--- src/rs485_host_pkg.sv ---
// Purpose: shared constants for the rs485 host-side transceiver controller
// Assumes: 100 MHz clock
// Notes: long counts are also top-level parameters so simulation can shorten them
package rs485_host_pkg;
   localparam int CLK_PERIOD_NS = 10;
   localparam int NS_PER_MS = 1000000;
   // failsafe interval window of the device, in ms
   localparam int FAILSAFE_MIN_MS = 44;
   localparam int FAILSAFE_MAX_MS = 76;
   // least time the enables must stay disabled for standby, in ns
   localparam int STANDBY_HOLD_NS = 300;
   // idle wait must exceed the longest interval: one extra cycle
   localparam int IDLE_WAIT_CYCLES = FAILSAFE_MAX_MS * (NS_PER_MS / CLK_PERIOD_NS) + 1;
   // a run must stay below the shortest interval: one cycle fewer
   localparam int RUN_MAX_CYCLES = FAILSAFE_MIN_MS * (NS_PER_MS / CLK_PERIOD_NS) - 1;
   localparam int STANDBY_HOLD_CYCLES = (STANDBY_HOLD_NS + CLK_PERIOD_NS - 1) / CLK_PERIOD_NS;
   localparam int CNT_W = 32;
   localparam logic [CNT_W-1:0] CNT_ONE = 32'h0000_0001;
   localparam logic [CNT_W-1:0] CNT_ZERO = 32'h0000_0000;
   localparam logic BUS_IDLE_LEVEL = 1'b1;
   typedef enum logic [1:0] {
      ST_POWERUP_WAIT = 2'b00,
      ST_LISTEN = 2'b01,
      ST_DRIVE = 2'b11,
      ST_STANDBY = 2'b10
   } host_state_t;
endpackage : rs485_host_pkg

--- src/run_guard_if.sv ---
// Purpose: carries run-length guard signals between controller and guard
// Assumes: single clock domain
// Notes: none
`timescale 1ns/10ps
`default_nettype none
interface run_guard_if;
   logic clear;
   logic level;
   logic hit;
   modport guard (input clear, input level, output hit);
   modport user (output clear, output level, input hit);
endinterface : run_guard_if
`default_nettype wire

--- src/rs485_host_ctrl.sv ---
// Purpose: local controller driving a polarity-correcting rs485 transceiver
// Assumes: transceiver pins wired directly; receive pin asynchronous
// Notes: polarity correction itself lives in the transceiver
//        drive requests win over standby requests while listening
//
// Functional notes
// standby only after enables disabled 300 ns
// brief disabled enables never cause standby
// re-enabling either side leaves standby
// detect only while listening, driver off, bus idle
// failsafe interval ends within 44 to 76 ms
// inversion applies to receive and transmit paths
// detected polarity stays latched afterwards
// power-up starts in normal, non-inverted polarity
// correcting mode after long valid-low idle input
// correcting state captured on receive enable rising; xcvr_model sets it when its idle count ends
// every power-up restarts detection, inversion cleared
// transmitter avoids runs beyond shortest failsafe interval
// master idles longer than longest interval first
// controller holds direction low after power-up
// normal mode drives data high as bus high
// correcting mode drives inverted bus levels
// driver enable low floats both bus outputs
// normal receive follows bus; disabled floats
// correcting mode receive output is inverted
// interrupted idle restarts the failsafe timer
`timescale 1ns/10ps
`default_nettype none
module rs485_host_ctrl
   import rs485_host_pkg::*;
#(
   parameter int IDLE_WAIT = IDLE_WAIT_CYCLES,
   parameter int RUN_MAX = RUN_MAX_CYCLES,
   parameter int STANDBY_HOLD = STANDBY_HOLD_CYCLES
) (
   input wire logic clk,
   input wire logic rst,
   input wire logic drive_req,
   input wire logic tx_valid,
   input wire logic tx_bit,
   input wire logic standby_req,
   output logic tx_ready,
   output logic rx_bit,
   output logic link_ready,
   output logic in_standby,
   output logic run_error,
   output logic drive_enable_pin,
   output logic receive_enable_n_pin,
   output logic tx_data_pin,
   input wire logic rx_data_pin
);
   host_state_t state_r;
   host_state_t state_nxt;
   logic [CNT_W-1:0] cnt_r;
   logic [CNT_W-1:0] cnt_nxt;
   logic de_r;
   logic de_nxt;
   logic re_n_r;
   logic re_n_nxt;
   logic txd_r;
   logic txd_nxt;
   logic ready_r;
   logic ready_nxt;
   logic link_r;
   logic link_nxt;
   logic sby_r;
   logic sby_nxt;
   logic err_r;
   logic err_nxt;
   logic rx_meta_r;
   logic rx_sync_r;
   logic rx_out_r;

   run_guard_if rg ();

   run_guard #(
      .RUN_MAX(RUN_MAX)
   ) u_run_guard (
      .clk(clk),
      .rst(rst),
      .rg(rg)
   );

   // guard only counts while the driver is really on the bus
   assign rg.clear = (state_r != ST_DRIVE);
   assign rg.level = txd_r;

   assign drive_enable_pin = de_r;
   assign receive_enable_n_pin = re_n_r;
   assign tx_data_pin = txd_r;
   assign tx_ready = ready_r;
   assign link_ready = link_r;
   assign in_standby = sby_r;
   assign run_error = err_r;
   assign rx_bit = rx_out_r;

   // one step of the shared wait counter
   function automatic logic [CNT_W-1:0] cnt_step(input logic [CNT_W-1:0] c);
      return c + CNT_ONE;
   endfunction : cnt_step

   // true in the last cycle of a wait of lim cycles
   function automatic logic cnt_done(input logic [CNT_W-1:0] c, input int lim);
      return c == CNT_W'(lim - 1);
   endfunction : cnt_done

   always_comb begin
      state_nxt = state_r;
      cnt_nxt = cnt_r;
      de_nxt = 1'b0;
      re_n_nxt = 1'b0;
      txd_nxt = BUS_IDLE_LEVEL;
      ready_nxt = 1'b0;
      link_nxt = link_r;
      sby_nxt = 1'b0;
      err_nxt = 1'b0;
      case (state_r)
         ST_POWERUP_WAIT: begin
            // direction low, receiver on, quiet for longer than the interval
            if (cnt_done(cnt_r, IDLE_WAIT)) begin
               state_nxt = ST_LISTEN;
               cnt_nxt = CNT_ZERO;
               link_nxt = 1'b1;
            end else begin
               cnt_nxt = cnt_step(cnt_r);
            end
         end
         ST_LISTEN: begin
            cnt_nxt = CNT_ZERO;
            // drive wins when both requests stand
            if (drive_req) begin
               // receiver stays enabled so enables never pass a disabled state
               state_nxt = ST_DRIVE;
               de_nxt = 1'b1;
               ready_nxt = 1'b1;
            end else if (standby_req) begin
               state_nxt = ST_STANDBY;
               re_n_nxt = 1'b1;
               sby_nxt = 1'b1;
            end
         end
         ST_DRIVE: begin
            // a bit offered in the cycle that ends the drive is dropped
            txd_nxt = txd_r;
            if (tx_valid && ready_r) begin
               txd_nxt = tx_bit;
            end
            if (rg.hit) begin
               // a run this long could flip a freshly joined node's polarity
               state_nxt = ST_LISTEN;
               err_nxt = 1'b1;
               txd_nxt = BUS_IDLE_LEVEL;
            end else if (!drive_req) begin
               state_nxt = ST_LISTEN;
               txd_nxt = BUS_IDLE_LEVEL;
            end else begin
               de_nxt = 1'b1;
               ready_nxt = 1'b1;
            end
         end
         ST_STANDBY: begin
            // hold at least the standby time so the device really powers down
            if (!cnt_done(cnt_r, STANDBY_HOLD)) begin
               cnt_nxt = cnt_step(cnt_r);
               re_n_nxt = 1'b1;
               sby_nxt = 1'b1;
            end else if (standby_req) begin
               re_n_nxt = 1'b1;
               sby_nxt = 1'b1;
            end else begin
               // no new idle wait on exit: the device keeps its polarity latched
               state_nxt = ST_LISTEN;
               cnt_nxt = CNT_ZERO;
            end
         end
         default: begin
            state_nxt = ST_POWERUP_WAIT;
            cnt_nxt = CNT_ZERO;
            link_nxt = 1'b0;
         end
      endcase
   end

   always_ff @(posedge clk) begin
      if (rst) begin
         // reset stands for power-up: the idle wait starts again from zero
         state_r <= ST_POWERUP_WAIT;
         cnt_r <= CNT_ZERO;
         de_r <= 1'b0;
         re_n_r <= 1'b0;
         txd_r <= BUS_IDLE_LEVEL;
         ready_r <= 1'b0;
         link_r <= 1'b0;
         sby_r <= 1'b0;
         err_r <= 1'b0;
      end else begin
         state_r <= state_nxt;
         cnt_r <= cnt_nxt;
         de_r <= de_nxt;
         re_n_r <= re_n_nxt;
         txd_r <= txd_nxt;
         ready_r <= ready_nxt;
         link_r <= link_nxt;
         sby_r <= sby_nxt;
         err_r <= err_nxt;
      end
   end

   // receive pin is asynchronous; polarity already corrected by the device
   // only the third stage drives rx_bit: the first may be metastable
   always_ff @(posedge clk) begin
      if (rst) begin
         rx_meta_r <= BUS_IDLE_LEVEL;
         rx_sync_r <= BUS_IDLE_LEVEL;
         rx_out_r <= BUS_IDLE_LEVEL;
      end else begin
         rx_meta_r <= rx_data_pin;
         rx_sync_r <= rx_meta_r;
         rx_out_r <= rx_sync_r;
      end
   end
endmodule : rs485_host_ctrl
`default_nettype wire

--- src/run_guard.sv ---
// Purpose: counts how long the transmit level has stayed unchanged
// Assumes: level comes from a register on the same clock
// Notes: hit is a one-cycle pulse when the run reaches its limit
`timescale 1ns/10ps
`default_nettype none
module run_guard
   import rs485_host_pkg::*;
#(
   parameter int RUN_MAX = RUN_MAX_CYCLES
) (
   input wire logic clk,
   input wire logic rst,
   run_guard_if.guard rg
);
   logic [CNT_W-1:0] run_cnt_r;
   logic [CNT_W-1:0] run_cnt_nxt;
   logic last_level_r;
   logic last_level_nxt;
   logic hit_r;
   logic hit_nxt;

   assign rg.hit = hit_r;

   always_comb begin
      last_level_nxt = rg.level;
      hit_nxt = 1'b0;
      if (rg.clear || (rg.level != last_level_r)) begin
         run_cnt_nxt = CNT_ZERO;
      end else if (run_cnt_r == CNT_W'(RUN_MAX - 1)) begin
         run_cnt_nxt = CNT_ZERO;
         hit_nxt = 1'b1;
      end else begin
         run_cnt_nxt = run_cnt_r + CNT_ONE;
      end
   end

   always_ff @(posedge clk) begin
      if (rst) begin
         run_cnt_r <= CNT_ZERO;
         last_level_r <= BUS_IDLE_LEVEL;
         hit_r <= 1'b0;
      end else begin
         run_cnt_r <= run_cnt_nxt;
         last_level_r <= last_level_nxt;
         hit_r <= hit_nxt;
      end
   end
endmodule : run_guard
`default_nettype wire

--- config.mk ---
export PLATFORM = sky130hd
export DESIGN_NAME = rs485_host_ctrl
export DESIGN_NICKNAME = d
export VERILOG_FILES = /design/src/rs485_host_pkg.sv /design/src/run_guard_if.sv /design/src/rs485_host_ctrl.sv /design/src/run_guard.sv
export SDC_FILE = /design/constraint.sdc
export NUM_CORES = 1
export LEC_CHECK = 0
export ABC_AREA = 1
export BUFFER_PORTS_ARGS = -buffer_cell sky130_fd_sc_hd__buf_2
export CAP_MARGIN = 20
export CORE_MARGIN = 2
export CORE_UTILIZATION = 38
export CTS_BUF_LIST = sky130_fd_sc_hd__clkbuf_8
export CTS_CLUSTER_SIZE = 40
export DETAILED_ROUTE_END_ITERATION = 10
export HOLD_SLACK_MARGIN = 0.02
export PLACE_DENSITY = 0.52
export SYNTH_ARGS = -nofsm -noshare
export SYNTH_HDL_FRONTEND = slang
export SYNTH_SLANG_ARGS = --single-unit
--- constraint.sdc ---
create_clock -name clk -period 1.75 [get_ports clk]
set_input_delay 0.0875 -clock clk [delete_from_list [all_inputs] [get_ports clk]]
set_output_delay 0.0875 -clock clk [all_outputs]
set_load 0.05 [all_outputs]
==> results_dict.tcl, run 1 <==
set metrics [dict create \
    startpoint_type "register" \
    arrival_ns 1.97 \
    yosys-top-cells-count "nand2_1, nor2_1, inv_1" \
    num_rows 40 \
    finClkSkew_ns 0.01243 \
    routed-via-count 4824 \
    power_density_nw_per_um2 760.2 \
    h-tree-depth 3 \
    crit_path_top_delay_cell "dfxtp_4" \
    n_antenna_cell 0 \
    grt_usage_pct 19.86 \
    fillers 1304 \
    nets 826 \
    synth_edf_count 0 \
    slew_headroom_pct 77.77 \
    tightest_slew_ns 0.3323 \
    hold_start "standby_req" \
    ys_seq_area_share_pct 32.06 \
    area_delta_synth_final_pct 19.43 \
    cap_viol_max_count 0 \
    critPathKind "reg2reg" \
    synth_seq_cells 76 \
    ant_nets 0 \
    avgSynthCellArea_sq_um 6.269 \
    seq_area_sq_um 1543 \
    die-area_sq_um 13400 \
    worstReg2RegStart "u_run_guard.run_cnt_r[0]" \
    setup_ws_ns 0.09148 \
    p_leak_nw 2.144 \
    crit_fanout 5 \
    drc 0 \
    clk_pin_slew_ns 0.09 \
    io_buffers 14 \
    ys.flop_type "dfxtp_1" \
    finalSetupViolCount 0 \
    vias_per_cell 4.907 \
    clock_latency_ns 0.37 \
    synth_area_leaders "dfxtp_1, nand2_1, nor2_1" \
    synth-async-reset-ratio_pct 0 \
    min_path_type "in2reg" \
    syn_inst 757 \
    fin_crit_sh_pct 94.77 \
    antenna_found_initial 0 \
    fmax_ghz 0.6029 \
    finalCriticalPeriod_ns 1.659 \
    routed_wl_mm 12.79 \
    avgRoutedWirePerCell_microns 13.01 \
    path_cells "ha_2 > inv_1 > nor2_2 > inv_2 > nor2_2 > inv_2 > nor3_4 > buf_4 > xor2_1 > inv_1 > nor2_1" \
    grt_pass1_wl_mm 21.21 \
    final_hold_viol_count 0 \
    yosysTopAreaCell "dfxtp_1" \
    cpPeakStageDelay_ns 0.37 \
    place_congestion 0.9141 \
    dp_slack_ns -0.04424 \
    setup.worst_path.end_class "register" \
    netlist-cell-type-count 37 \
    required_ns 2.06 \
    drive_above_1_share_pct 20.74 \
    synth.most_common_cell "nand2_1" \
    die_x_microns 115.8 \
    drt-initial-drc-count 405 \
    clockBufferDepth 2 \
    hpwl_mm 9.172 \
    drv_slew 0 \
    dr.pass1.iters 9 \
    r2r_cells 11 \
    crit_start "u_run_guard.run_cnt_r[0]" \
    io_pins 15 \
    grt_max_degree 56 \
    yosysWarnings 0 \
    cts-root-buf "clkbuf_8" \
    cts_sinks 76 \
    dpl.cell_count 954 \
    grt_pass1_vias 4415 \
    cts_made_buffers 9 \
    coreArea_sq_um 12110 \
    holdWs_ns 0.04544 \
    multi_input_area_sq_um 2798 \
    hold_path_depth 3 \
    finalNonFillerCells 983 \
    outcome "finished, final reports clean" \
    syn-num-nets 773 \
    vdd_drop_max_v 0.0003444 \
    cts_tree "built" \
    grt_remaining_overflow 0 \
    synth_top_area_share_pct 32.06 \
    die_y_microns 115.8 \
    grt_setup_unrepaired "yes" \
    initial_utilization_pct 39.18 \
    synth_area_sq_um 4746 \
]
==> sequential cells by signal (all words and copies together) (netlist names) <==
name	count
in_standby	1
state_r	2
link_ready	1
rx_sync_r	1
u_run_guard.run_cnt_r	32
u_run_guard.last_level_r	1
u_run_guard.rg.hit	1
tx_ready	1
run_error	1
rx_meta_r	1
cnt_r	32
tx_data_pin	1
rx_bit	1
==> critical path, delay by kind of cell, from the launching register on <==
family                   cells  cell delay, ns
AND/OR/NAND/NOR              4            0.50
XOR/XNOR                     1            0.15
buffers and inverters        5            0.40
adder cells (fa/ha/maj)      1            0.18
flip-flops                   1            0.37
==> layer usage <==
metal	wire length, microns	global-route usage (%)
met4	181	6.111
met1	6296	27.91
met5	0	0
met2	5792	31.23
met3	520	3.400
==> path summary, 6_finish.rpt <==
check                                    to  slack, ns
setup reg to reg  u_run_guard.run_cnt_r[22]       0.09
hold / removal                   in_standby       0.05
setup / recovery  u_run_guard.run_cnt_r[22]       0.09
hold reg to reg                   rx_sync_r       0.41
==> final cells by class <==
type | count | area share, %
Multi-Input combinational cell | 559 | 49.36
Sequential cell | 76 | 27.22
Timing Repair Buffer | 63 | 9.735
Inverter | 101 | 6.689
Tap cell | 168 | 3.709
Clock buffer | 11 | 2.671
Clock inverter | 5 | 0.6181
==> metrics by stage <==
step	setup TNS [ns]	area [sq um]	total power, mW	utilization [%]
5_1_grt	-0.3230	5668	4.570	46.80
4_1_cts	0	5440	4.219	44.92
3_5_place_dp	-0.04424	5197	2.877	42.91
2_1_floorplan	0	4746	2.617	-
6_report	0	5668	4.309	46.80
3_3_place_gp	-0.003567	5197	2.873	42.91
==> power breakdown <==
part	internal, mW	switching [mW]
logic	0.424	0.708
registers	1.79	0.0540
clock network	0.596	0.736
total	2.81	1.50
==> kinds of logic (layout without fill, tap and decap cells) <==
| logic type | after synthesis | count (layout) | synth area share (%) |
|---|---|---|---|
| buffers and inverters | 122 | 180 | 11.39 |
| XOR/XNOR | 10 | 10 | 1.846 |
| flip-flops | 76 | 76 | 32.06 |
| AND/OR/NAND/NOR | 502 | 502 | 48.12 |
| AO/OA/AOI/OAI | 38 | 38 | 4.218 |
| adder cells (fa/ha/maj) | 9 | 9 | 2.373 |
==> cell usage in the layout, fill, tap and decap left out, types with 6 or more instances in the layout <==
| cell | instances |
|---|---|
| nand2_2 | 6 |
| ha_1 | 7 |
| nand4_1 | 39 |
| nor2_1 | 101 |
| dfxtp_2 | 11 |
| nand3_1 | 57 |
| dfxtp_1 | 63 |
| buf_4 | 36 |
| a21oi_1 | 30 |
| inv_1 | 94 |
| nor3_1 | 15 |
| nor2_2 | 34 |
| clkbuf_8 | 11 |
| buf_2 | 14 |
| xor2_1 | 9 |
| nand2_1 | 208 |
| or2_2 | 13 |
==> what timing repair did <==
item	CTS	global route
gates cloned	0	2
pin swaps	0	7
endpoints found under the setup margin	1	44
endpoints found under the hold margin	8	0
hold buffers	5	0
resized for setup	2	47
setup buffers	0	6
No activity file was read; power rests on OpenSTA's default activity.
==> run 2, diff against run 1 <==
--- a/config.mk
+++ b/config.mk
@@ -14,7 +14,7 @@
 export CTS_CLUSTER_SIZE = 40
 export DETAILED_ROUTE_END_ITERATION = 10
 export HOLD_SLACK_MARGIN = 0.02
-export PLACE_DENSITY = 0.52
+export PLACE_DENSITY_LB_ADDON = 0.15
 export SYNTH_ARGS = -nofsm -noshare
 export SYNTH_HDL_FRONTEND = slang
 export SYNTH_SLANG_ARGS = --single-unit
==> run 2 against run 1 <==
Sequential share of layout area rose by 0.67 points. Count of clock-buffer cells in the layout fell by 1. Sequential power barely moved. Maximum frequency rose by 2.2%. Die area did not move. Worst setup slack improved by 0.035 ns. Sequential cell count did not move. Final area fell by 3.1%. Power rose by 1.0%. First-iteration DRC count rose by 0.25%. Via count fell by 2.8%. Largest cell class unchanged. Largest power group unchanged. Highest routed layer unchanged.
==> results_dict.tcl, run 2 (synthesis gave the netlist of run 1 again) <==
set metrics [dict create \
    clock_latency_ns 0.37 \
    die_x_microns 115.8 \
    die_y_microns 115.8 \
    final_cell_mix "nand2_1, nor2_1, inv_1" \
    finalCriticalPeriod_ns 1.623 \
    startpoint_type "register" \
    cpPeakStageDelay_ns 0.39 \
    dr.pass1.iters 4 \
    post_dp_cell_area_sq_um 5132 \
    routed_wl_mm 11.85 \
    fmax_ghz 0.6160 \
    vdd_drop_max_v 0.0005014 \
    power_mw 4.353 \
    power_density_nw_per_um2 792.7 \
    hpwl_mm 8.848 \
    reg_top3 "cnt_r (32), u_run_guard.run_cnt_r (32), state_r (2)" \
    clk_pin_slew_ns 0.08 \
    grt_max_degree 56 \
    grt_pass1_wl_mm 20.19 \
    path_cells "inv_1 > ha_2 > inv_1 > o21ai_1 > nand3_2 > nand2_4 > buf_4 > nor2_2" \
    final_hold_viol_count 0 \
    n_antenna_cell 0 \
    place_congestion 0.8833 \
    finClkSkew_ns 0.01337 \
    ant_nets 0 \
    slew_headroom_pct 73.75 \
    postLayoutCellArea_sq_um 5492 \
    avgRoutedWirePerCell_microns 12.23 \
    drc 0 \
    io_buffers 14 \
    nets 813 \
    p_leak_nw 2.073 \
    setup.worst_path.end_class "register" \
    h-tree-depth 3 \
    cp.depth 8 \
    outcome "finished, final reports clean" \
    cts-root-buf "clkbuf_8" \
    crit_path_top_delay_cell "ha_2" \
    fin_crit_sh_pct 92.76 \
    cts_tree "built" \
    num_rows 40 \
    tightest_slew_ns 0.3907 \
    grt_usage_pct 18.85 \
    clockBufferDepth 2 \
    min_path_type "in2reg" \
    crit_fanout 7 \
    finalSetupViolCount 0 \
    r2r_cells 8 \
    cts_made_buffers 9 \
    critPathKind "reg2reg" \
    die-area_sq_um 13400 \
    final_common_cell "nand2_1" \
    cap_viol_max_count 0 \
    crit_top_cell "inv_1" \
    coreArea_sq_um 12110 \
    required_ns 2.01 \
    antenna_found_initial 0 \
    initial_utilization_pct 39.18 \
    critical_path.top_delay_family "buffers and inverters" \
    hold_path_depth 3 \
    fin_util_pct 45.34 \
    vias_per_cell 4.837 \
    drive_above_1_share_pct 17.60 \
    drt-initial-drc-count 406 \
    grt_pass1_vias 4371 \
    area_delta_synth_final_pct 15.71 \
    io_pins 15 \
    grt_remaining_overflow 0 \
    cp_num_buf_inv 3 \
    arrival_ns 1.89 \
    cts_sinks 76 \
    routed-via-count 4687 \
    drv_slew 0 \
]
-- run 2: worst paths after layout --
path / from / endpoint / slack, ns
max reg2reg: state_r[0] / cnt_r[9] / 0.13
max: state_r[0] / cnt_r[9] / 0.13
min: standby_req / in_standby / 0.05
min reg2reg: rx_meta_r / rx_sync_r / 0.41
-- run 2: power by group --
| part | leakage (nW) | total, mW | internal, mW | switching (mW) |
|---|---|---|---|---|
| Clock | 0.114 | 1.49 | 0.829 | 0.665 |
| Combinational | 1.34 | 1.02 | 0.359 | 0.660 |
| Sequential | 0.617 | 1.84 | 1.79 | 0.0498 |
-- run 2: metrics by stage --
stage               cells  setup WS, ns  hold slack, ns  setup TNS, ns
finish                969        0.1267         0.04786              0
CTS                   967       0.04407         0.02327              0
detailed placement    947       0.06000          0.2934              0
global placement      947       0.08002          0.2807              0
floorplan             757        0.1339          0.1913              0
global route          969      -0.01979         0.05215       -0.02996
-- run 2: timing repair --
action / 4_1_cts / 5_1_grt
hold endpoints to repair: 8 / 0
endpoints found under the setup margin: 0 / 33
setup buffers: 0 / 2
resized for setup: 0 / 31
hold buffers: 5 / 0
-- run 2: worst reg2reg max path: stages (launching register included) --
cell and delay, ns:
dfxtp_1 0.38, inv_1 0.10, ha_2 0.39, inv_1 0.10, o21ai_1 0.10, nand3_2 0.11
nand2_4 0.10, buf_4 0.20, nor2_2 0.04
-- run 2: area by class of cell --
class                      count  area [sq um]
inverter                     101         379.1
multi-input combinational    559          2749
fill                        1291          6620
clock buffer                  10         137.6
sequential                    76          1531
timing repair buffer          50         406.6
clock inverter                 5         77.57
tap                          168         210.2
-- run 2: layer usage --
metal	up-vias	part of all wire, %	track usage, %
li1	2466	-	-
met5	-	0	0
met3	17	4.1	4.707
met2	89	47	31.27
met1	2115	48	24.48
met4	0	1.3	5.238
